**src/core/auto_cycle_map.svh**
```systemverilog
// Field positions, reset values and timing counts for the cycle scheduler
`ifndef AUTO_CYCLE_MAP_SVH
`define AUTO_CYCLE_MAP_SVH
`define INTERVAL_CODE_W       3
`define INTERVAL_RESET        8'h00
`define CFG_MASK_LSB          4
`define CFG_MASK_MSB          11
`define CLK_HZ                50000000
`define MS_PER_S              1000
`define CYCLES_PER_MS         (`CLK_HZ / `MS_PER_S)
`define INTERVAL_MS_1         1
`define INTERVAL_MS_2         2
`define INTERVAL_MS_3         4
`define INTERVAL_MS_4         8
`define INTERVAL_MS_5         16
`define INTERVAL_MS_6         32
`define INTERVAL_MS_7         64
`define CONV_CYCLES           100
`endif

```
**src/core/auto_cycle_pkg.sv**
```systemverilog
// Types for the automatic cycle conversion scheduler
package auto_cycle_pkg;
  typedef enum logic [1:0] {
    ST_IDLE,
    ST_WAIT,
    ST_CONVERT
  } sched_state_e;
  typedef logic [2:0] chan_idx_t;
endpackage

```
**src/core/ms_tick_divider.sv**
```systemverilog
// Millisecond enable pulse divider
`timescale 1ns/100ps
`include "auto_cycle_map.svh"
module ms_tick_divider #(
  parameter int unsigned CYCLES_PER_MS = `CYCLES_PER_MS
) (
  input  wire logic i_core_clk,
  input  wire logic i_sys_rst,
  input  wire logic i_run,
  output logic      o_ms_tick
);
  logic [31:0] cnt_q;
  logic [31:0] cnt_d;
  logic        tick_q;
  logic        tick_d;

  // Count cycles, pulse once each millisecond while running
  always_comb begin
    cnt_d  = cnt_q;
    tick_d = 1'b0;
    if (!i_run) begin
      cnt_d = 32'h0;
    end else if (cnt_q == CYCLES_PER_MS - 1) begin
      cnt_d  = 32'h0;
      tick_d = 1'b1;
    end else begin
      cnt_d = cnt_q + 32'h1;
    end
  end

  always_ff @(posedge i_core_clk) begin
    if (i_sys_rst) begin
      cnt_q  <= 32'h0;
      tick_q <= 1'b0;
    end else begin
      cnt_q  <= cnt_d;
      tick_q <= tick_d;
    end
  end

  assign o_ms_tick = tick_q;
endmodule // ms_tick_divider

```
**src/core/auto_cycle_scheduler.sv**
```systemverilog
// Automatic cycle interval conversion scheduler
//
// Overview of operation
// RULE_01: Only low three interval bits pick period.
// RULE_02: Master writes zeros into upper five bits.
// RULE_03: Nonzero code starts one conversion per interval.
// RULE_04: Seven distinct periods, one per code.
// RULE_05: Converter powered down between conversions.
// RULE_06: Zero code stops periodic conversions.
// RULE_07: Only mask-enabled channels are converted.
// RULE_08: Start lowest enabled, advance upward each interval.
// RULE_09: Wrap to lowest enabled channel, repeat.
// RULE_10: Period per code is a parameter table.
`timescale 1ns/100ps
`include "auto_cycle_map.svh"
module auto_cycle_scheduler
  import auto_cycle_pkg::*;
#(
  parameter int unsigned CYCLES_PER_MS = `CYCLES_PER_MS,
  parameter int unsigned CONV_CYCLES   = `CONV_CYCLES,
  parameter int unsigned MS_CODE1      = `INTERVAL_MS_1,
  parameter int unsigned MS_CODE2      = `INTERVAL_MS_2,
  parameter int unsigned MS_CODE3      = `INTERVAL_MS_3,
  parameter int unsigned MS_CODE4      = `INTERVAL_MS_4,
  parameter int unsigned MS_CODE5      = `INTERVAL_MS_5,
  parameter int unsigned MS_CODE6      = `INTERVAL_MS_6,
  parameter int unsigned MS_CODE7      = `INTERVAL_MS_7
) (
  input  wire logic        i_core_clk,
  input  wire logic        i_sys_rst,
  input  wire logic        i_interval_wr,
  input  wire logic [7:0]  i_interval_wdata,
  input  wire logic [15:0] i_config,
  input  wire logic        i_conv_done,
  output logic [7:0]       o_interval_rdata,
  output logic             o_power_up,
  output logic             o_conv_start,
  output logic [2:0]       o_conv_channel,
  output logic             o_cycle_active
);

  ////////////////////////////////////////////////////////////////////////
  // Interval code table lookup; code zero has no period
  // Table entries above 16 bits are cut on purpose
  function automatic logic [15:0] code_to_ms(input logic [2:0] code);
    case (code)
      3'h1:    code_to_ms = 16'(MS_CODE1); // RULE_10
      3'h2:    code_to_ms = 16'(MS_CODE2); // RULE_04
      3'h3:    code_to_ms = 16'(MS_CODE3);
      3'h4:    code_to_ms = 16'(MS_CODE4);
      3'h5:    code_to_ms = 16'(MS_CODE5);
      3'h6:    code_to_ms = 16'(MS_CODE6);
      3'h7:    code_to_ms = 16'(MS_CODE7);
      default: code_to_ms = 16'h0;
    endcase
  endfunction

  // Next enabled channel strictly above cur, wrapping to lowest
  // With first set the scan starts at channel zero itself
  // Caller guarantees a nonzero mask, else cur is kept
  function automatic chan_idx_t next_chan(input logic [7:0] mask,
                                          input chan_idx_t  cur,
                                          input logic       first);
    chan_idx_t  res;
    logic       found;
    logic [3:0] idx;
    res   = cur;
    found = 1'b0;
    for (int i = 1; i <= 8; i++) begin
      idx = first ? 4'(i - 1) : 4'(cur) + 4'(i);
      if (!found && mask[idx[2:0]]) begin
        res   = idx[2:0];
        found = 1'b1;
      end
    end
    next_chan = res;
  endfunction

  ////////////////////////////////////////////////////////////////////////
  // Interval register
  logic [7:0] interval_q;
  logic [7:0] interval_d;
  logic [2:0] code;

  // Strobe loads all eight bits; upper five are only read back
  always_comb begin
    interval_d = interval_q;
    if (i_interval_wr) begin
      interval_d = i_interval_wdata; // Upper bits stored but unused
    end
  end

  // Interval byte; reset clears it so the mode starts off
  always_ff @(posedge i_core_clk) begin
    if (i_sys_rst) begin
      interval_q <= `INTERVAL_RESET;
    end else begin
      interval_q <= interval_d;
    end
  end

  // Only the code field steers timing and mode
  assign code             = interval_q[`INTERVAL_CODE_W-1:0]; // RULE_01
  assign o_interval_rdata = interval_q;

  // Channel mask read live; a change applies at the next pick
  logic [7:0] mask;
  assign mask = i_config[`CFG_MASK_MSB:`CFG_MASK_LSB]; // RULE_07

  ////////////////////////////////////////////////////////////////////////
  // Millisecond enable
  // Enable from the divider and its run request
  logic ms_tick;
  logic running;

  // One-cycle pulse each millisecond, only while waiting
  // A restart from idle always begins a full millisecond
  ms_tick_divider #(
    .CYCLES_PER_MS (CYCLES_PER_MS)
  ) u_div (
    .i_core_clk (i_core_clk),
    .i_sys_rst  (i_sys_rst),
    .i_run      (running),
    .o_ms_tick  (ms_tick)
  );

  ////////////////////////////////////////////////////////////////////////
  // Scheduler state
  // State, interval count, conversion timer, channel pointer
  sched_state_e state_q;
  sched_state_e state_d;
  logic [15:0]  ms_q;
  logic [15:0]  ms_d;
  logic [31:0]  conv_q;
  logic [31:0]  conv_d;
  chan_idx_t    chan_q;
  chan_idx_t    chan_d;
  logic         first_q;
  logic         first_d;
  logic         start_q;
  logic         start_d;

  // Divider held cleared outside the wait state
  assign running = (state_q == ST_WAIT);

  // Wait an interval, then convert one enabled channel
  // The divider is held cleared during a conversion, so each period
  // also holds the conversion time
  always_comb begin
    state_d = state_q;
    ms_d    = ms_q;
    conv_d  = conv_q;
    chan_d  = chan_q;
    first_d = first_q;
    start_d = 1'b0;
    case (state_q)
      ST_IDLE: begin
        // Restart the scan at the lowest enabled channel
        first_d = 1'b1;
        ms_d    = 16'h0;
        if (code != 3'h0) begin
          state_d = ST_WAIT; // RULE_03
        end
      end
      ST_WAIT: begin
        // Cleared code drops straight back to idle
        if (code == 3'h0) begin
          state_d = ST_IDLE; // RULE_06
        end else if (ms_tick) begin
          if (ms_q + 16'h1 >= code_to_ms(code)) begin // RULE_03
            ms_d = 16'h0;
            // Empty mask: interval counted, nothing converted
            if (mask != 8'h0) begin
              chan_d  = next_chan(mask, chan_q, first_q); // RULE_08 RULE_09
              first_d = 1'b0;
              start_d = 1'b1;
              conv_d  = 32'h0;
              state_d = ST_CONVERT;
            end
          end else begin
            ms_d = ms_q + 16'h1;
          end
        end
      end
      ST_CONVERT: begin
        // Early done from the converter or the timeout ends it
        conv_d = conv_q + 32'h1;
        if (i_conv_done || conv_q >= CONV_CYCLES - 1) begin
          state_d = (code == 3'h0) ? ST_IDLE : ST_WAIT; // RULE_05 RULE_06
        end
      end
      default: state_d = ST_IDLE;
    endcase
  end

  // Register scheduler state
  always_ff @(posedge i_core_clk) begin
    if (i_sys_rst) begin
      state_q <= ST_IDLE;
      ms_q    <= 16'h0;
      conv_q  <= 32'h0;
      chan_q  <= 3'h0;
      first_q <= 1'b1;
      start_q <= 1'b0;
    end else begin
      state_q <= state_d;
      ms_q    <= ms_d;
      conv_q  <= conv_d;
      chan_q  <= chan_d;
      first_q <= first_d;
      start_q <= start_d;
    end
  end

  ////////////////////////////////////////////////////////////////////////
  // Outputs; power request is a decode of the state register
  assign o_power_up     = (state_q == ST_CONVERT); // RULE_05
  assign o_conv_start   = start_q;
  assign o_conv_channel = chan_q;
  assign o_cycle_active = (state_q != ST_IDLE);

endmodule // auto_cycle_scheduler

```
**config.mk**
```make
export PLATFORM = sky130hd
export DESIGN_NAME = auto_cycle_scheduler
export DESIGN_NICKNAME = d
export VERILOG_FILES = /design/src/core/auto_cycle_pkg.sv /design/src/core/ms_tick_divider.sv /design/src/core/auto_cycle_scheduler.sv
export VERILOG_INCLUDE_DIRS = /design/src /design/src/core
export SDC_FILE = /design/constraint.sdc
export NUM_CORES = 1
export LEC_CHECK = 0
export ABC_AREA = 1
export BUFFER_PORTS_ARGS = -buffer_cell sky130_fd_sc_hd__clkbuf_2
export CORE_ASPECT_RATIO = 0.5
export CORE_MARGIN = 2
export CORE_UTILIZATION = 55
export DETAILED_ROUTE_END_ITERATION = 8
export GPL_ROUTABILITY_DRIVEN = 0
export GPL_TIMING_DRIVEN = 0
export PLACE_DENSITY = 0.86
export REMOVE_ABC_BUFFERS = 1
export SETUP_SLACK_MARGIN = 0.05
export SYNTH_ARGS = -nofsm -noshare
export SYNTH_HDL_FRONTEND = slang
export SYNTH_SLANG_ARGS = --single-unit
```
**constraint.sdc**
```tcl
create_clock -name i_core_clk -period 2.55 [get_ports i_core_clk]
set_clock_uncertainty 0.15 [all_clocks]
set_input_delay 0.3825 -clock i_core_clk [delete_from_list [all_inputs] [get_ports i_core_clk]]
set_output_delay 0.3825 -clock i_core_clk [all_outputs]
set_load 0.01 [all_outputs]
```
==> reports/results.ini <==
[run_status]
outcome = complete, but fails checks
violations = setup timing

[timing]
rsz0062_at_grt = true
worst_pin_slew_ps = 1270
period_needed_ps = 2850
slew_violations = 0
relSlewSlack = 0.151
setup_viol = 46
setup_ws_ps = -297
fin_crit_sh = 1.12
clock.fmax_mhz = 351
finalHoldViolations = 0

[final_layout]
nNetsFinal = 1056
antenna_cells = 0
layout_common_cells = nand2_1 (225), inv_1 (115), nor2_1 (94)
postLayoutCoreUtil = 0.702
area_delta_synth_final_pct = 21.8
final_cells = 1161
mostFrequentLayoutCell = nand2_1
drive_above_1_share = 0.203

[power]
combPwrFrac = 0.123
power_density_nw_per_um2 = 455
switchingPower_w = 0.000887
ir_drop_mv = 0.303
intPower_w = 0.00244
seqPwrFrac = 0.458
p_sw_frac = 0.267
p_leak_nw = 2.94
pwr-share-clk = 0.419

[setup_path]
path_class = reg2reg
end_kind = flop
crit_slowest_cell = dfxtp_4
worst-path-max-fanout = 7
slowest_delay_ps = 390
required_ps = 2680
reg2reg_setup_slack_ps = -300
critPathLaunchType = flop
critPathArrivalTime_ps = 2980
crit_path_frequent_cell = inv_1
crit_chain = ha_4 > nand2_4 > nor2_4 > xnor2_2 > inv_1 > ha_1 > nand2_1 > inv_1 > nand3_2 > nor2_1 > nor2_1 > nand4_1 > buf_4 > buf_6 > nand3_4 > a21oi_1 > nand2_1 > inv_1

[global_route]
grt_pass1_wl_um = 26200
grt_pass1_vias = 6061
grt_max_degree = 55
antenna_found_initial = 0
overflow = 0
grt_usage = 0.272

[clock_tree]
cts.clk_slew.worst_paths_ps = 70
htree_levels = 3
cts_inserted_buffers = 9
cts-root-buf = clkbuf_16
clkLatencyLatePin_ps = 350
cts_tree = yes
clock_sinks = 96
cts_buffer_depth = 2

[synthesis]
synthCells = 965
synthSimpleGateAreaFrac = 0.432
ys_types = 35
ys_ff_latch = 96
synth_mux_area_frac = 0
synth_edf_count = 0
synthArstFlopShare = 0
yosys_warnings = 0
synthXorXnorAreaFrac = 0.0452
netlist_area_um2 = 6000
synth_ff_type = dfxtp_1
seq_area_frac_synth = 0.320
synth_compound_area_frac = 0.0811
synth_fa_ha_area_frac = 0.0250
synth_top_family_by_area = simple AND/OR/NAND/NOR gates
syn_avg_cell_area_um2 = 6.22

[floorplan]
start_util = 0.576
num_rows = 26
io_pins = 42
die_y_um = 77.9
dieArea_um2 = 11800
coreArea_um2 = 10400
die_w_um = 152

[job]
drv_cap = 0

[min_path]
hp-class = in2reg

[route]
postRouteWirelength_um = 16900
drt-vias-per-instance = 5.72
dr.pass1.iters = 5
drc = 0
drt_iter0_drc = 499
drtAntennaViolNets = 0
via_count = 6642
post_drt_wl_per_cell_um = 14.5

[place]
dp_cells = 1118
portBuffers = 33
dpl.hpwl_um = 10000
dp_slack_ps = -504

routing by layer:
layer  share of wire  up-vias  GRT usage
met2            0.48      306      0.482
li1                -     3227          -
met1            0.41     3043      0.321
met5               0        -          0
met4           0.034        0      0.108
met3           0.072       66     0.0565
power groups by stage:
stage / combinational [W] / sequential (W) / clock (W)
after detailed placement: 0.000310 / 0.00156 / 0
after CTS: 0.000347 / 0.00152 / 0.00140
after global placement: 0.000302 / 0.00156 / 0
final: 0.000410 / 0.00152 / 0.00139
after floorplan: 0.000215 / 0.00156 / 0
after global routing: 0.000449 / 0.00152 / 0.00147
kinds of logic (layout without fill, tap and decap cells):
| kind of cell | after synthesis | count (layout) |
|---|---|---|
| adder cells (fa/ha/maj) | 12 | 12 |
| XOR/XNOR | 31 | 31 |
| AO/OA/AOI/OAI | 93 | 93 |
| AND/OR/NAND/NOR | 589 | 592 |
| buffers and inverters | 144 | 197 |
| flip-flops | 96 | 96 |
layout make-up:
type / instances / area [µm²]
timing repair buffer: 58 / 379
multi-input combinational: 728 / 4020
tap: 140 / 175
clock buffer: 11 / 243
sequential: 96 / 1950
inverter: 123 / 477
fill: 818 / 3100
clock inverter: 5 / 63.8
flip-flops by register name (all words and copies together), names as in the netlist:
signal and flops:
conv_q 32, first_q 1, o_conv_start 1, u_div.o_ms_tick 1, state_q 2, o_conv_channel 3
o_interval_rdata 8, ms_q 16, u_div.cnt_q 32
cells in the mapped netlist (all sizes together), types with 2 or more instances:
| cell type | n | area, µm² |
|---|---|---|
| or2 | 21 | 131 |
| o211ai | 3 | 22.5 |
| nor4 | 21 | 131 |
| nand3b | 4 | 30.0 |
| clkinv | 2 | 7.51 |
| buf | 7 | 62.6 |
| o21ai | 26 | 130 |
| nand4 | 16 | 100 |
| nor3 | 49 | 245 |
| nand2 | 273 | 1050 |
| xor2 | 26 | 228 |
| xnor2 | 5 | 43.8 |
| a21oi | 58 | 290 |
| clkbuf | 14 | 52.6 |
| dfxtp | 96 | 1920 |
| nand3 | 94 | 470 |
| a21o | 2 | 15.0 |
| ha | 12 | 150 |
| nor2 | 108 | 418 |
| inv | 121 | 454 |
through the flow:
| step | setup TNS, ps | total power (W) | instance area (µm²) | hold slack [ps] |
|---|---|---|---|---|
| after floorplan | -63.4 | 0.00178 | 5890 | 263 |
| after global placement | -40170 | 0.00186 | 6230 | 275 |
| after detailed placement | -26230 | 0.00187 | 6240 | 289 |
| after CTS | -2820 | 0.00327 | 6940 | 110 |
| after global routing | -13160 | 0.00344 | 7310 | 135 |
| final | -8930 | 0.00332 | 7310 | 113 |
repair_timing:
action	4_1_cts	5_1_grt
setup endpoints to repair	65	73
cloned	3	0
gates resized for setup	78	72
pin swaps	15	30
hold buffers	0	0
setup buffers	13	11
worst max-delay path, delay by kind of cell (launching register included):
family	cells	cell delay [ps]
adder cells (fa/ha/maj)	2	430
flip-flops	1	390
AND/OR/NAND/NOR	9	1000
XOR/XNOR	1	140
buffers and inverters	5	470
AO/OA/AOI/OAI	1	210
worst paths after layout:
kind	startpoint	endpoint	cells past startpoint
min reg2reg	u_div.cnt_q[0]$_SDFF_PP0_	u_div.cnt_q[0]$_SDFF_PP0_	1
min	i_interval_wdata[7]	o_interval_rdata[7]$_SDFFE_PP0P_	3
max reg2reg	ms_q[0]$_SDFFE_PP0P_	o_conv_channel[0]$_SDFFE_PP0P_	18
max	ms_q[0]$_SDFFE_PP0P_	o_conv_channel[0]$_SDFFE_PP0P_	18
Power figures use the tool's default switching activity.
